==> src/hw/dhb_defs.svh <==
// Constants for the display host bus front end
`ifndef DHB_DEFS_SVH
`define DHB_DEFS_SVH

// ==========================================
// Bus mode strap codes
`define DHB_BS_TWO_WIRE 3'h2
`define DHB_BS_P6800 3'h4
`define DHB_BS_P8080 3'h6
`define DHB_BS_SPI4 3'h0
`define DHB_BS_SPI3 3'h1
`define DHB_BS_NONE 3'h7

// ==========================================
// Synchroniser bundle layout
`define DHB_PIN_W 16
`define DHB_PIN_RSTN 15
`define DHB_PIN_CSN 14
`define DHB_PIN_DC 13
`define DHB_PIN_ERD 12
`define DHB_PIN_RWWR 11
`define DHB_PIN_BS_HI 10
`define DHB_PIN_BS_LO 8
`define DHB_PIN_D_HI 7
`define DHB_PIN_D_LO 0
`define DHB_PIN_SCLK 0
`define DHB_PIN_SERIAL_IN_LINE 1

// ==========================================
// Serial frame lengths and reset values
`define DHB_SPI4_BITS 4'h8
`define DHB_SPI3_BITS 4'h9
`define DHB_CNT_ZERO 4'h0
`define DHB_CNT_ONE 4'h1
`define DHB_BYTE_ZERO 8'h00
`define DHB_WORD_W 9
`define DHB_SHIFT_W 9

`endif

==> src/hw/dhb_pkg.sv <==
// Types shared by the display host bus front end
`default_nettype none
`include "dhb_defs.svh"

package dhb_pkg;

   // ==========================================
   // Bus modes, coded as the strap pins read
   typedef enum logic [2:0] {
      DHB_TWO_WIRE = `DHB_BS_TWO_WIRE,
      DHB_P6800 = `DHB_BS_P6800,
      DHB_P8080 = `DHB_BS_P8080,
      DHB_SPI4 = `DHB_BS_SPI4,
      DHB_SPI3 = `DHB_BS_SPI3,
      DHB_NONE = `DHB_BS_NONE
   } dhb_mode_t;

endpackage

`default_nettype wire

==> src/hw/dhb_host_frontend.sv <==
// Host bus front end: parallel and serial byte capture for the display driver
//
// Operation
// - Reset pin low keeps front end initialised
// - Strobes ignored unless chip select low
// - Select high means data, low command
// - Two-wire mode: select pin is address bit
// - Strap code picks one of five modes
// - 6800 direction low writes, high reads
// - 6800 latches on enable falling edge
// - Reads return status or RAM data
// - 8080 read completes on strobe rising edge
// - 8080 write latches on strobe rising edge
// - 4-wire shifts eight bits, MSB first
// - 4-wire samples select, writes on eighth
// - Serial modes write only
// - 3-wire frames are nine bits, flag first
// - 3-wire flag one means data
// - Serial clock bit0, data bit1
// - Display off: rows float, columns grounded
`default_nettype none
`include "dhb_defs.svh"

module dhb_host_frontend (
   input wire logic sys_clk,
   input wire logic srst,
   input wire logic hwResetInN,
   input wire logic chipSelN,
   input wire logic dataCmdSel,
   input wire logic strobeERdN,
   input wire logic rwWrN,
   input wire logic [2:0] busModeSel,
   input wire logic [7:0] dataIn,
   output logic [7:0] dataOut,
   output logic dataOe,
   input wire logic [7:0] statusIn,
   input wire logic [7:0] frameRdData,
   output logic frameRdNext,
   output logic wrValid,
   input wire logic wrReady,
   output logic [7:0] wrData,
   output logic wrIsData,
   output logic wrOverrun,
   output logic targetAddrLsb,
   output dhb_pkg::dhb_mode_t busMode,
   input wire logic displayOn,
   output logic rowDriversOe,
   output logic columnDriversEn,
   output logic frontendInit
);
   import dhb_pkg::*;

   // ==========================================
   // Pin synchronisers
   logic [`DHB_PIN_W-1:0] pinRaw;
   logic [`DHB_PIN_W-1:0] pinMeta;
   logic [`DHB_PIN_W-1:0] pinSync;
   logic [`DHB_PIN_W-1:0] pinPrev;

   assign pinRaw = {hwResetInN, chipSelN, dataCmdSel, strobeERdN, rwWrN, busModeSel, dataIn};

   // Meta stage feeds only the second stage
   // No reset here: a cleared stage would fake strobe edges
   // and hand a zero strap to the mode capture after srst
   always_ff @(posedge sys_clk) begin
      pinMeta <= pinRaw;
   end

   always_ff @(posedge sys_clk) begin
      pinSync <= pinMeta;
   end

   always_ff @(posedge sys_clk) begin
      pinPrev <= pinSync;
   end

   // ==========================================
   // Synchronised pin views and edges
   logic rstPinN;
   logic csN;
   logic dcSel;
   logic eRd;
   logic eRdPrev;
   logic rwWr;
   logic rwWrPrev;
   logic sclk;
   logic sclkPrev;
   logic serial_in_line;
   logic [2:0] strapSync;
   logic [7:0] busByte;

   assign rstPinN = pinSync[`DHB_PIN_RSTN];
   assign csN = pinSync[`DHB_PIN_CSN];
   assign dcSel = pinSync[`DHB_PIN_DC];
   assign eRd = pinSync[`DHB_PIN_ERD];
   assign eRdPrev = pinPrev[`DHB_PIN_ERD];
   assign rwWr = pinSync[`DHB_PIN_RWWR];
   assign rwWrPrev = pinPrev[`DHB_PIN_RWWR];
   assign strapSync = pinSync[`DHB_PIN_BS_HI:`DHB_PIN_BS_LO];
   assign busByte = pinSync[`DHB_PIN_D_HI:`DHB_PIN_D_LO];
   assign sclk = pinSync[`DHB_PIN_SCLK];
   assign sclkPrev = pinPrev[`DHB_PIN_SCLK];
   assign serial_in_line = pinSync[`DHB_PIN_SERIAL_IN_LINE];

   // ==========================================
   // Internal reset
   // pin reset joins srst
   logic initActive;
   assign initActive = srst || !rstPinN;

   // ==========================================
   // Mode strap decode
   dhb_mode_t strapMode;
   dhb_mode_t next_busMode;

   assign strapMode = (strapSync == `DHB_BS_TWO_WIRE) ? DHB_TWO_WIRE :
                      (strapSync == `DHB_BS_P6800) ? DHB_P6800 :
                      (strapSync == `DHB_BS_P8080) ? DHB_P8080 :
                      (strapSync == `DHB_BS_SPI4) ? DHB_SPI4 :
                      (strapSync == `DHB_BS_SPI3) ? DHB_SPI3 : DHB_NONE;

   // Strap caught while the reset pin is low (srst loads DHB_NONE), so a mid-run change cannot split a transfer
   assign next_busMode = initActive ? strapMode : busMode;

   always_ff @(posedge sys_clk) begin
      if (srst) begin
         busMode <= DHB_NONE;
      end else begin
         busMode <= next_busMode;
      end
   end

   logic mode6800;
   logic mode8080;
   logic modeSpi4;
   logic modeSpi3;
   logic modeTwoWire;
   logic modeSerial;
   logic modeParallel;

   assign mode6800 = (busMode == DHB_P6800);
   assign mode8080 = (busMode == DHB_P8080);
   assign modeSpi4 = (busMode == DHB_SPI4);
   assign modeSpi3 = (busMode == DHB_SPI3);
   assign modeTwoWire = (busMode == DHB_TWO_WIRE);
   assign modeSerial = modeSpi4 || modeSpi3;
   assign modeParallel = mode6800 || mode8080;

   // ==========================================
   // Parallel strobe decode
   // Pin edges are seen two clocks after they happen
   logic selected;
   logic eFall;
   logic rdRise;
   logic wrRise;
   logic parWrite;
   logic parReadDone;
   logic parReadActive;
   logic wr6800;
   logic wr8080;
   logic rd6800Done;
   logic rd8080Done;
   logic rd6800Active;
   logic rd8080Active;

   assign selected = !csN && !initActive;
   assign eFall = eRdPrev && !eRd;
   assign rdRise = !eRdPrev && eRd;
   assign wrRise = !rwWrPrev && rwWr;

   assign wr6800 = mode6800 && eFall && !rwWr;
   assign rd6800Done = mode6800 && eFall && rwWr;
   assign wr8080 = mode8080 && wrRise;
   // 8080 read needs the write strobe parked high
   assign rd8080Done = mode8080 && rdRise && rwWr;
   // Bus driven only while the read strobe is active
   assign rd6800Active = mode6800 && eRd && rwWr;
   assign rd8080Active = mode8080 && !eRd && rwWr;
   assign parWrite = selected && (wr6800 || wr8080);
   assign parReadDone = selected && (rd6800Done || rd8080Done);
   assign parReadActive = selected && (rd6800Active || rd8080Active);

   // ==========================================
   // Read path
   // dummy read; latch returns previous fetch
   logic [7:0] readLatch;
   logic [7:0] next_readLatch;
   logic [7:0] readSel;
   logic ramReadDone;

   assign ramReadDone = parReadDone && dcSel;
   assign next_readLatch = ramReadDone ? frameRdData : readLatch;
   // status on command reads, RAM data otherwise
   assign readSel = dcSel ? readLatch : statusIn;

   always_ff @(posedge sys_clk) begin
      if (initActive) begin
         readLatch <= `DHB_BYTE_ZERO;
         frameRdNext <= 1'b0;
      end else begin
         readLatch <= next_readLatch;
         frameRdNext <= ramReadDone;
      end
   end

   always_ff @(posedge sys_clk) begin
      if (initActive) begin
         dataOut <= `DHB_BYTE_ZERO;
         dataOe <= 1'b0;
      end else begin
         dataOut <= readSel;
         dataOe <= parReadActive && modeParallel;
      end
   end

   // ==========================================
   // Serial shifter
   logic [`DHB_SHIFT_W-1:0] shiftReg;
   logic [`DHB_SHIFT_W-1:0] next_shiftReg;
   logic [3:0] bitCount;
   logic [3:0] next_bitCount;
   logic [3:0] frameBits;
   logic sclkRise;
   logic serialBit;
   logic serialDone;
   logic lastBit;
   logic serialIsData;
   logic [7:0] serialByte;

   assign frameBits = modeSpi3 ? `DHB_SPI3_BITS : `DHB_SPI4_BITS;
   // rising serial clock shifts a bit
   assign sclkRise = !sclkPrev && sclk;
   assign serialBit = selected && modeSerial && sclkRise;
   // Count ends at eight or nine bits per mode
   assign lastBit = (bitCount + `DHB_CNT_ONE) == frameBits;
   // frame ends on bit eight or nine
   assign serialDone = serialBit && lastBit;
   // MSB first into the low end
   assign next_shiftReg = serialBit ? {shiftReg[`DHB_SHIFT_W-2:0], serial_in_line} : shiftReg;
   assign serialByte = next_shiftReg[7:0];
   // Select pin left unused in 3-wire framing
   // select sampled on the eighth clock
   assign serialIsData = modeSpi3 ? next_shiftReg[8] : dcSel;

   assign next_bitCount = csN ? `DHB_CNT_ZERO :
                          serialDone ? `DHB_CNT_ZERO :
                          serialBit ? (bitCount + `DHB_CNT_ONE) : bitCount;

   always_ff @(posedge sys_clk) begin
      if (initActive) begin
         shiftReg <= '0;
         bitCount <= `DHB_CNT_ZERO;
      end else begin
         shiftReg <= next_shiftReg;
         bitCount <= next_bitCount;
      end
   end

   // ==========================================
   // Write capture into the buffer
   logic capValid;
   logic capReady;
   logic [`DHB_WORD_W-1:0] capWord;
   logic [`DHB_WORD_W-1:0] bufWord;

   // Serial and parallel words never meet in one mode
   // select high is data, low is command
   // byte written in the same clock
   assign capValid = parWrite || serialDone;
   assign capWord = serialDone ? {serialIsData, serialByte} : {dcSel, busByte};

   // Host cannot be stalled; a word arriving into a full buffer sets the sticky wrOverrun flag
   always_ff @(posedge sys_clk) begin
      if (initActive) begin
         wrOverrun <= 1'b0;
      end else if (capValid && !capReady) begin
         wrOverrun <= 1'b1;
      end
   end

   dhb_skid_buffer #(
      .WIDTH(`DHB_WORD_W)
   ) u_buffer (
      .sys_clk(sys_clk),
      .srst(initActive),
      .inValid(capValid),
      .inReady(capReady),
      .inData(capWord),
      .outValid(wrValid),
      .outReady(wrReady),
      .outData(bufWord)
   );

   assign wrIsData = bufWord[8];
   assign wrData = bufWord[7:0];

   // ==========================================
   // Two-wire address bit
   // select pin becomes the address bit
   logic next_targetAddrLsb;
   assign next_targetAddrLsb = modeTwoWire ? dcSel : 1'b0;

   always_ff @(posedge sys_clk) begin
      if (initActive) begin
         targetAddrLsb <= 1'b0;
      end else begin
         targetAddrLsb <= next_targetAddrLsb;
      end
   end

   // ==========================================
   // Panel driver enables and init flag
   // display off floats rows, grounds columns
   always_ff @(posedge sys_clk) begin
      if (initActive) begin
         rowDriversOe <= 1'b0;
         columnDriversEn <= 1'b0;
         frontendInit <= 1'b1;
      end else begin
         rowDriversOe <= displayOn;
         columnDriversEn <= displayOn;
         frontendInit <= 1'b0;
      end
   end

endmodule

`default_nettype wire

==> src/hw/dhb_skid_buffer.sv <==
// Two-entry buffer with registered valid and ready on both sides
`default_nettype none

module dhb_skid_buffer #(
   parameter int WIDTH = 9
) (
   input wire logic sys_clk,
   input wire logic srst,
   input wire logic inValid,
   output logic inReady,
   input wire logic [WIDTH-1:0] inData,
   output logic outValid,
   input wire logic outReady,
   output logic [WIDTH-1:0] outData
);

   logic [WIDTH-1:0] spareData;
   logic spareValid;
   logic push;
   logic pop;

   // ==========================================
   // Handshake terms
   assign push = inValid && inReady;
   assign pop = outValid && outReady;

   // ==========================================
   // Storage
   // Ready comes from a flop, so the filler never sees a combinational path
   always_ff @(posedge sys_clk) begin
      if (srst) begin
         outValid <= 1'b0;
         spareValid <= 1'b0;
         inReady <= 1'b1;
         outData <= '0;
         spareData <= '0;
      end else if (pop) begin
         if (spareValid) begin
            outData <= spareData;
            spareValid <= 1'b0;
            inReady <= 1'b1;
         end else begin
            outValid <= push;
            if (push) begin
               outData <= inData;
            end
         end
      end else if (push) begin
         if (!outValid) begin
            outData <= inData;
            outValid <= 1'b1;
         end else begin
            spareData <= inData;
            spareValid <= 1'b1;
            inReady <= 1'b0;
         end
      end
   end

endmodule

`default_nettype wire

==> config.mk <==
export PLATFORM = sky130hd
export DESIGN_NAME = dhb_host_frontend
export DESIGN_NICKNAME = d
export VERILOG_FILES = /design/src/hw/dhb_pkg.sv /design/src/hw/dhb_host_frontend.sv /design/src/hw/dhb_skid_buffer.sv
export VERILOG_INCLUDE_DIRS = /design/src /design/src/hw
export SDC_FILE = /design/constraint.sdc
export NUM_CORES = 1
export LEC_CHECK = 0
export BUFFER_PORTS_ARGS = -buffer_cell sky130_fd_sc_hd__buf_4
export CAP_MARGIN = 10
export CORE_MARGIN = 4
export CORE_UTILIZATION = 45
export DETAILED_ROUTE_END_ITERATION = 7
export PLACE_DENSITY = 0.72
export SYNTH_ARGS = -nofsm -noshare
export SYNTH_HDL_FRONTEND = slang
export SYNTH_SLANG_ARGS = --single-unit
==> constraint.sdc <==
create_clock -name sys_clk -period 2.9 [get_ports sys_clk]
set_clock_uncertainty 0.15 [all_clocks]
set_input_delay 0.29 -clock sys_clk [delete_from_list [all_inputs] [get_ports sys_clk]]
set_output_delay 0.29 -clock sys_clk [all_outputs]
set_load 0.005 [all_outputs]
==> reports/metrics.cfg, run 1 <==
[worst_setup_path]
r2r_cells = 5
path_depth = 5
slowest_stage = nor3_1
endpoint = u_buffer.outData[3]
crit_type = flip-flop to flip-flop
reg2reg_slack_ns = 0.47
crit_start = busMode[1]
worstSetupStartpointType = flip-flop
cp-end-kind = flip-flop
reg2reg_from = busMode[1]
path_buf_inv = 0
arrival_ns = 2.57
max_stage_delay_ns = 0.75
worstPathCellList = nor3b_2 > xnor2_1 > nor4_1 > nor3_1 > a32o_1
required_ns = 3.04
crit_family = simple AND/OR/NAND/NOR gates
timing.rr.end = u_buffer.outData[3]
crit_path_max_fanout = 10

[timing]
finalSetupTns_ns = 0
hold_slack_ns = 0.0167
max_slew_margin_pct = 40.0
period_needed_ns = 2.43
final-setup-viol-count = 0
fin_ws_ns = 0.472
hold_violations = 0
post-route-period-util_pct = 83.7
rsz0062_at_grt = no
slew_viol_final = 0
fmax_mhz = 412
tightest_slew_ns = 0.893

[detailed_routing]
firstDrtPassIters = 4
drt.antenna.violating_nets = 0
wl_um = 6510
viasPerCell = 4.79
drtIter0Drc = 74
vias = 2378
post_drt_wl_per_cell_um = 13.1
drc = 0

[pwr]
clockPowerShare_pct = 37.7
powerDensity_mw_per_mm2 = 549
power.total_w = 0.00234
switchingPower_w = 0.000505
swShare_pct = 21.6
ir_drop_v = 0.000352
p_leak_nw = 1.79
power_frac_seq_pct = 56.7
cellInternalPower_w = 0.00184
pwr-share-comb_pct = 5.6

[floorplanning]
initial_core_util_pct = 47.4
num_rows = 30
coreArea_sq_mm = 0.00698
floorplan.die.width_um = 93.7
die_h_um = 93.7
ios = 64
dieArea_sq_mm = 0.00879

[global_routing]
grt_pass1_wl_um = 10700
overflow = 0
track_usage_pct = 15.4
grt_pass1_vias = 2274
antenna_found_initial = 0
grt_max_degree = 30

[clock_tree]
cts_resized = 0
post_cts_buffers = 0
clkLatencyLatePin_ns = 0.35
cts-root-buf = clkbuf_8
cts_buffers = 9
htreeDepth = 3
tritoncts = done
ctsLongestPathBuffers = 2
clkTransAtPathRegs_ns = 0.09
cts_sinks = 93

[placement]
port_buffers = 63
globalplace.congestion = 0.790
dpl.hpwl_um = 4460
dpl.cell_count = 463
pre_cts_slack_ns = 0.492

[synthesis]
async_flop_share_pct = 0
yosys_warnings = 0
syn_nets = 349
synth-edff-count = 0
synth_area_per_cell_sq_um = 10.6
ys_ff_latch = 93
ys.flop_type = dfxtp_1
yosys.cell_types.count = 46
synthCells = 312
synth_seq_area_share_pct = 56.3
syn_area_sq_mm = 0.00331

[final_layout]
fin_cells = 496
antenna_cells = 0
area_delta_synth_final_pct = 28.8
nets = 432
drive_gt1_share_pct = 26.3

[run_status]
status = complete, no violations

[hold_path]
hp-class = input pin to flip-flop

[run]
cap_viol_max_count = 0

-- cell usage after synthesis (4+ instances only) --
| cell | count | area [sq um] |
|---|---|---|
| and2_1 | 4 | 25.0 |
| mux2i_1 | 25 | 250 |
| nand2_1 | 24 | 90.1 |
| o21a_1 | 8 | 60.1 |
| xor2_1 | 5 | 43.8 |
| dfxtp_1 | 93 | 1860 |
| o211ai_1 | 8 | 60.1 |
| inv_1 | 11 | 41.3 |
| nor2_1 | 21 | 78.8 |
| nand4_1 | 9 | 56.3 |
| xnor2_1 | 4 | 35.0 |
| clkbuf_1 | 10 | 37.5 |
| nand3_1 | 15 | 75.1 |
| nor2b_1 | 7 | 43.8 |
| a21oi_1 | 11 | 55.1 |
| a32o_1 | 8 | 80.1 |
| or2_2 | 8 | 50.1 |
-- placed cells by master (no fill, tap or decap), types with 5 or more instances in the layout --
cell           Yosys  layout
clkbuf_8           0      11
buf_4              2      71
a32o_1             8       8
nand3_1           15      15
nor2b_1            7       7
o21a_1             8       8
nand2_1           24      24
mux2i_1           25      25
nand4_1            9       9
o211ai_1           8       8
dfxtp_1           93      93
dlygate4sd3_1      0      17
nor2_1            21      21
inv_1             11      11
or2_2              8       8
xor2_1             5       5
a21oi_1           11      11
-- worst reg2reg max path, stage by stage, from the launching register on --
cell and delay, ns:
dfxtp_1 0.57, nor3b_2 0.12, xnor2_1 0.42, nor4_1 0.14
nor3_1 0.75, a32o_1 0.22
-- per-layer routing --
layer / up-vias / part of all wire [%] / global-route usage, %
met5: - / 0 / 0
li1: 1249 / - / -
met1: 1071 / 49 / 19.8
met4: 0 / 1.5 / 7.22
met2: 49 / 44 / 23.4
met3: 9 / 6.3 / 4.97
-- state kept, by name, summed over array words and instances (netlist names), 3 cells and up --
signal and count:
dataOut 8, readLatch 8, pinPrev 3, pinSync 16, bitCount 4, shiftReg 8, pinMeta 16, busMode 3
u_buffer.spareData 9, u_buffer.outData 9
-- worst min-delay path by stage --
stage	end	cells after the start	slack (ns)	startpoint
global route	dataOut[5]	3	0.0006	statusIn[5]
detailed placement	pinSync[2]	0	0.16	pinMeta[2]
floorplan	pinSync[0]	0	0.16	pinMeta[0]
global placement	pinSync[11]	0	0.16	pinMeta[11]
finish	dataOut[5]	3	0.02	statusIn[5]
CTS	dataOut[5]	3	0.009	statusIn[5]
-- kinds of logic (layout without fill, tap and decap cells) --
group                    Yosys count  in the layout  share of synthesized area [%]
adder cells (fa/ha/maj)            1              1                          0.378
AND/OR/NAND/NOR                  107            107                           18.1
XOR/XNOR                           9              9                           2.38
AO/OA/AOI/OAI                     49             49                           11.3
flip-flops                        93             93                           56.3
buffers and inverters             27            115                           3.59
multiplexers                      26             26                           8.02
-- through the flow --
stage / area (sq um) / util (%)
2_1_floorplan: 3310 / -
3_3_place_gp: 3880 / 55.6
3_5_place_dp: 3880 / 55.6
4_1_cts: 4260 / 61.0
5_1_grt: 4260 / 61.0
6_report: 4260 / 61.0
-- power by group through the flow --
stage / registers [W] / logic [W] / clock network (W)
2_1_floorplan: 0.00135 / 0.0000526 / 0
3_3_place_gp: 0.00136 / 0.000111 / 0
3_5_place_dp: 0.00136 / 0.000111 / 0
4_1_cts: 0.00133 / 0.000130 / 0.000901
5_1_grt: 0.00133 / 0.000141 / 0.000961
6_report: 0.00133 / 0.000130 / 0.000883
-- final cells by class --
cell class	count	area (sq um)
Fill cell	618	2720
Clock buffer	11	151
Multi-Input combinational cell	192	1330
Timing Repair Buffer	88	703
Inverter	11	41.3
Clock inverter	5	56.3
Sequential cell	93	1860
Tap cell	96	120
-- repair_timing --
action,in CTS,in global routing
endpoints found under the setup margin,0,0
endpoints found under the hold margin,17,0
hold buffers,17,0
Power figures use the tool's default switching activity.
==> run 2: changes to the inputs <==
--- a/config.mk
+++ b/config.mk
@@ -11,7 +11,7 @@
 export CORE_MARGIN = 4
 export CORE_UTILIZATION = 45
 export DETAILED_ROUTE_END_ITERATION = 7
-export PLACE_DENSITY = 0.72
+export PLACE_DENSITY = 0.75
 export SYNTH_ARGS = -nofsm -noshare
 export SYNTH_HDL_FRONTEND = slang
 export SYNTH_SLANG_ARGS = --single-unit
==> constraint.sdc (replaced) <==
create_clock -name sys_clk -period 2.2 [get_ports sys_clk]
set_clock_uncertainty 0.15 [all_clocks]
set_input_delay 0.22 -clock sys_clk [delete_from_list [all_inputs] [get_ports sys_clk]]
set_output_delay 0.22 -clock sys_clk [all_outputs]
set_load 0.005 [all_outputs]
==> run 2 against run 1 <==
  * Power rose by 33%
  * Global-route usage up 1.2 points
  * Count of clock-buffer cells in the layout is 1 lower
  * Die area unchanged
  * Combinational power is 64% higher
  * Via count increased by 9.9%
  * Critical endpoint is now u_buffer.outData[1]
  * Largest cell class unchanged
==> reports/metrics.cfg, run 2 (synthesis results as in run 1) <==
[clock_tree]
cts_sinks = 93
htreeDepth = 3
cts_buffers = 9
tritoncts = done
clkLatencyLatePin_ns = 0.35
cts-root-buf = clkbuf_8
ctsLongestPathBuffers = 2
clkTransAtPathRegs_ns = 0.09

[global_routing]
antenna_found_initial = 0
grt_max_degree = 30
grt_pass1_vias = 2489
grt_pass1_wl_um = 11500
track_usage_pct = 16.7
overflow = 0

[worst_setup_path]
reg2reg_from = bitCount[0]
r2r_cells = 7
crit_type = flip-flop to flip-flop
path_buf_inv = 2
max_stage_delay_ns = 0.50
path_depth = 7
timing.rr.end = u_buffer.outData[1]
required_ns = 2.35
crit_family = simple AND/OR/NAND/NOR gates
cp-end-kind = flip-flop
crit_path_max_fanout = 8
slowest_stage = or4_4
worstPathCellList = buf_6 > nand3_2 > xor2_2 > buf_4 > or4_4 > a21oi_4 > a32o_1
worstSetupStartpointType = flip-flop
arrival_ns = 2.28
reg2reg_slack_ns = 0.07

[floorplanning]
ios = 64
initial_core_util_pct = 47.4
coreArea_sq_mm = 0.00698
num_rows = 30
dieArea_sq_mm = 0.00879
die_h_um = 93.7
floorplan.die.width_um = 93.7

[pwr]
swShare_pct = 22.3
cellInternalPower_w = 0.00242
pwr-share-comb_pct = 6.8
ir_drop_v = 0.000473
power_frac_seq_pct = 56.0
p_leak_nw = 1.98
switchingPower_w = 0.000696
clockPowerShare_pct = 37.2
powerDensity_mw_per_mm2 = 664

[timing]
rsz0062_at_grt = yes
final-setup-viol-count = 0
tightest_slew_ns = 0.517
fin_ws_ns = 0.0687
max_slew_margin_pct = 65.3
slew_viol_final = 0
fmax_mhz = 469
hold_violations = 0
post-route-period-util_pct = 96.9
period_needed_ns = 2.13

[placement]
pre_cts_slack_ns = -0.0691
globalplace.congestion = 0.786
port_buffers = 63
place_area_sq_mm = 0.00404
dpl.cell_count = 482
dpl.hpwl_um = 4850

[run_status]
status = complete, no violations

[detailed_routing]
firstDrtPassIters = 4
drtIter0Drc = 117
drt.antenna.violating_nets = 0
wl_um = 7140
vias = 2614
drc = 0
viasPerCell = 4.88
post_drt_wl_per_cell_um = 13.3

[hold_path]
hp-class = flip-flop to flip-flop
min_path_cells = 0
whs_endpoint = pinSync[0]
hp-start = pinMeta[0]

[final_layout]
post-route-util_pct = 67.3
fin_cells = 536
drive_gt1_share_pct = 31.4
nets = 472
area_delta_synth_final_pct = 42.1
finalInstanceArea_sq_mm = 0.00470
layout_common_cells = 89 x dfxtp_1, 89 x buf_4, 35 x dlygate4sd3_1
reg_top3 = pinMeta x16, pinSync x16
antenna_cells = 0

[run]
cap_viol_max_count = 0

## run 2: cell types whose count changed in the layout (fill, tap and decap cells not counted), sizes merged
cell / previous run / this run
dlygate4sd3: 17 / 35
buf: 71 / 93
clkbuf: 11 / 10
clkinvlp: 1 / 2
## run 2: per-layer routing
layer | global-route usage, % | routed length [um] | vias to the layer above
met2 | 26.3 | 3330 | 54
li1 | - | - | 1335
met4 | 8.30 | 130 | 0
met1 | 20.8 | 3320 | 1216
met5 | 0 | 0 | -
met3 | 4.73 | 364 | 9
## run 2: worst max path at each step
stage	slack, ns	start	end
after global routing	-0.01	bitCount[0]	u_buffer.outData[8]
after CTS	0.01	bitCount[0]	u_buffer.outData[1]
after global placement	0.03	bitCount[0]	u_buffer.outData[5]
after floorplan	0.02	busMode[1]	u_buffer.spareData[0]
final	0.07	bitCount[0]	u_buffer.outData[1]
after detailed placement	-0.07	bitCount[0]	u_buffer.outData[1]
## run 2: power groups by stage
stage	Clock (W)	Combinational [W]	Sequential [W]
6_report	0.00116	0.000213	0.00175
2_1_floorplan	0	0.0000695	0.00178
3_3_place_gp	0	0.000158	0.00178
5_1_grt	0.00127	0.000231	0.00175
4_1_cts	0.00120	0.000210	0.00175
3_5_place_dp	0	0.000160	0.00178
## run 2: metrics by stage
stage	hold slack, ns	setup TNS [ns]	power (W)
after floorplan	0.0977	0	0.00185
after global placement	0.160	0	0.00194
after detailed placement	0.162	-0.486	0.00194
after CTS	0.183	0	0.00315
after global routing	0.190	-0.0550	0.00326
final	0.182	0	0.00312
## run 2: cell type report
cell class                 instances  area (sq um)
clock buffer                      10           138
clock inverter                     6          70.1
fill                             555          2280
inverter                          11          41.3
multi-input combinational        192          1400
sequential                        93          1870
tap                               96           120
timing repair buffer             128          1060
## run 2: repair_timing
action	CTS	global route
hold endpoints to repair	37	0
hold buffers	35	0
gates resized for setup	4	14
setup buffers	1	2
setup endpoints to repair	8	17
pin swaps	5	10
==> run 3: changes to the inputs <==
==> constraint.sdc (replaced) <==
create_clock -name sys_clk -period 2.2 [get_ports sys_clk]
set_clock_uncertainty 0.15 [all_clocks]
set_input_delay 0.11 -clock sys_clk [delete_from_list [all_inputs] [get_ports sys_clk]]
set_output_delay 0.11 -clock sys_clk [all_outputs]
set_load 0.005 [all_outputs]
==> run 3 against run 2 <==
  * Sequential cell count unchanged
  * Largest cell class unchanged
  * Highest routed layer unchanged
  * Final cell count down 0.56%
  * Sequential power about the same
  * Count of clock-buffer cells in the layout did not move
  * Hold slack better by 0.00084 ns
==> reports/metrics.cfg, run 3 (synthesis results as in run 1) <==
[run_status]
status = complete, no violations

[timing]
slew_viol_final = 0
post-route-period-util_pct = 96.5
hold_violations = 0
fmax_mhz = 471
final-setup-viol-count = 0
period_needed_ns = 2.12
tightest_slew_ns = 0.545
rsz0062_at_grt = yes
fin_ws_ns = 0.0760
max_slew_margin_pct = 63.4
hold_slack_ns = 0.183

[floorplanning]
initial_core_util_pct = 47.4
die_h_um = 93.7
dieArea_sq_mm = 0.00879
ios = 64
floorplan.die.width_um = 93.7
num_rows = 30
coreArea_sq_mm = 0.00698

[pwr]
power_frac_seq_pct = 56.4
cellInternalPower_w = 0.00239
swShare_pct = 22.7
ir_drop_v = 0.000400
pwr-share-comb_pct = 6.9
p_leak_nw = 1.96
switchingPower_w = 0.000703
powerDensity_mw_per_mm2 = 662
clockPowerShare_pct = 36.7

[detailed_routing]
drt.antenna.violating_nets = 0
drtIter0Drc = 127
firstDrtPassIters = 4
post_drt_wl_per_cell_um = 14.0
top_layer_used = met4
vias = 2587
wl_um = 7480
route.met2.wl_um = 3540
wirelength_met1_um = 3440
routed-wl-met3_um = 393
drc = 0
viasPerCell = 4.85

[worst_setup_path]
crit_type = flip-flop to flip-flop
r2r_cells = 7
cp-end-kind = flip-flop
reg2reg_from = bitCount[0]
arrival_ns = 2.27
worstSetupStartpointType = flip-flop
crit_path_max_fanout = 8
reg2reg_slack_ns = 0.08
timing.rr.end = u_buffer.outData[7]
required_ns = 2.34

[clock_tree]
ctsLongestPathBuffers = 2
cts_buffers = 9
tritoncts = done
cts-root-buf = clkbuf_8
clkTransAtPathRegs_ns = 0.09
cts_sinks = 93
clkLatencyLatePin_ns = 0.35
htreeDepth = 3
post_cts_buffers = 0

[placement]
globalplace.congestion = 0.837
port_buffers = 63
dpl.hpwl_um = 4890
pre_cts_slack_ns = -0.0336
place_area_sq_mm = 0.00404

[global_routing]
grt_pass1_wl_um = 12000
grt_max_degree = 30
antenna_found_initial = 0
overflow = 0
track_usage_pct = 17.3
grt_pass1_vias = 2642

[final_layout]
antenna_cells = 0
layout_common_cells = 90 x dfxtp_1, 89 x buf_4, 35 x dlygate4sd3_1
reg_top3 = pinMeta x16, pinSync x16
drive_gt1_share_pct = 30.2
final_common_cell = dfxtp_1
post-route-util_pct = 67.1
finalInstanceArea_sq_mm = 0.00468
nets = 469
area_delta_synth_final_pct = 41.5

[hold_path]
hp-start = pinMeta[4]
min_path_cells = 0
whs_endpoint = pinSync[4]
hp-class = flip-flop to flip-flop

[run]
cap_viol_max_count = 0

run 3: cell types whose count changed in the layout (fill, tap and decap cells not counted), sizes merged:
cell      delta
inv          +1
clkinv       +1
clkinvlp     -2
buf          -3
run 3: final cells by class:
type	instances	area [sq um]
Sequential cell	93	1870
Clock inverter	6	70.1
Multi-Input combinational cell	192	1430
Fill cell	536	2300
Clock buffer	10	128
Inverter	11	41.3
Timing Repair Buffer	125	1030
Tap cell	96	120
run 3: worst max path at each step:
stage / endpoint / startpoint / slack, ns
2_1_floorplan: u_buffer.spareData[0] / busMode[1] / 0.02
3_3_place_gp: u_buffer.outData[5] / bitCount[0] / 0.1
3_5_place_dp: u_buffer.outData[7] / busMode[1] / -0.03
4_1_cts: u_buffer.outData[7] / bitCount[0] / 0.008
5_1_grt: readLatch[7] / srst / -0.03
6_report: u_buffer.outData[7] / bitCount[0] / 0.08
run 3: timing repair:
action                                 4_1_cts  5_1_grt
pin swaps                                    1        6
endpoints found under the hold margin       39        0
resized for setup                            3       13
hold buffers                                35        0
gates cloned                                 0        0
setup endpoints to repair                    8       16
run 3: worst max-delay path: stages, from the launching register on:
cell and delay (ns):
dfxtp_2 0.37, buf_6 0.14, nand3_4 0.09, xor2_4 0.17
buf_4 0.17, or4_4 0.50, a21oi_4 0.25, a32o_1 0.21
run 3: routing by layer:
metal,global-route usage [%],vias up
li1,-,1324
met1,21.8,1185
met2,27.6,65
met3,4.89,13
met4,7.58,0
met5,0,-
run 3: power by group through the flow:
stage	logic, W	registers [W]	clock network (W)
finish	0.000214	0.00175	0.00114
global route	0.000231	0.00175	0.00123
CTS	0.000210	0.00175	0.00116
detailed placement	0.000159	0.00179	0
global placement	0.000157	0.00178	0
floorplan	0.0000695	0.00178	0
run 3: per-stage QoR:
step                      power (W)  cells  TNS (ns)
after CTS                   0.00312    533         0
final                       0.00310    533         0
after detailed placement    0.00195    482    -0.115
after global routing        0.00321    533    -0.121
after global placement      0.00194    482         0
after floorplan             0.00185    312         0
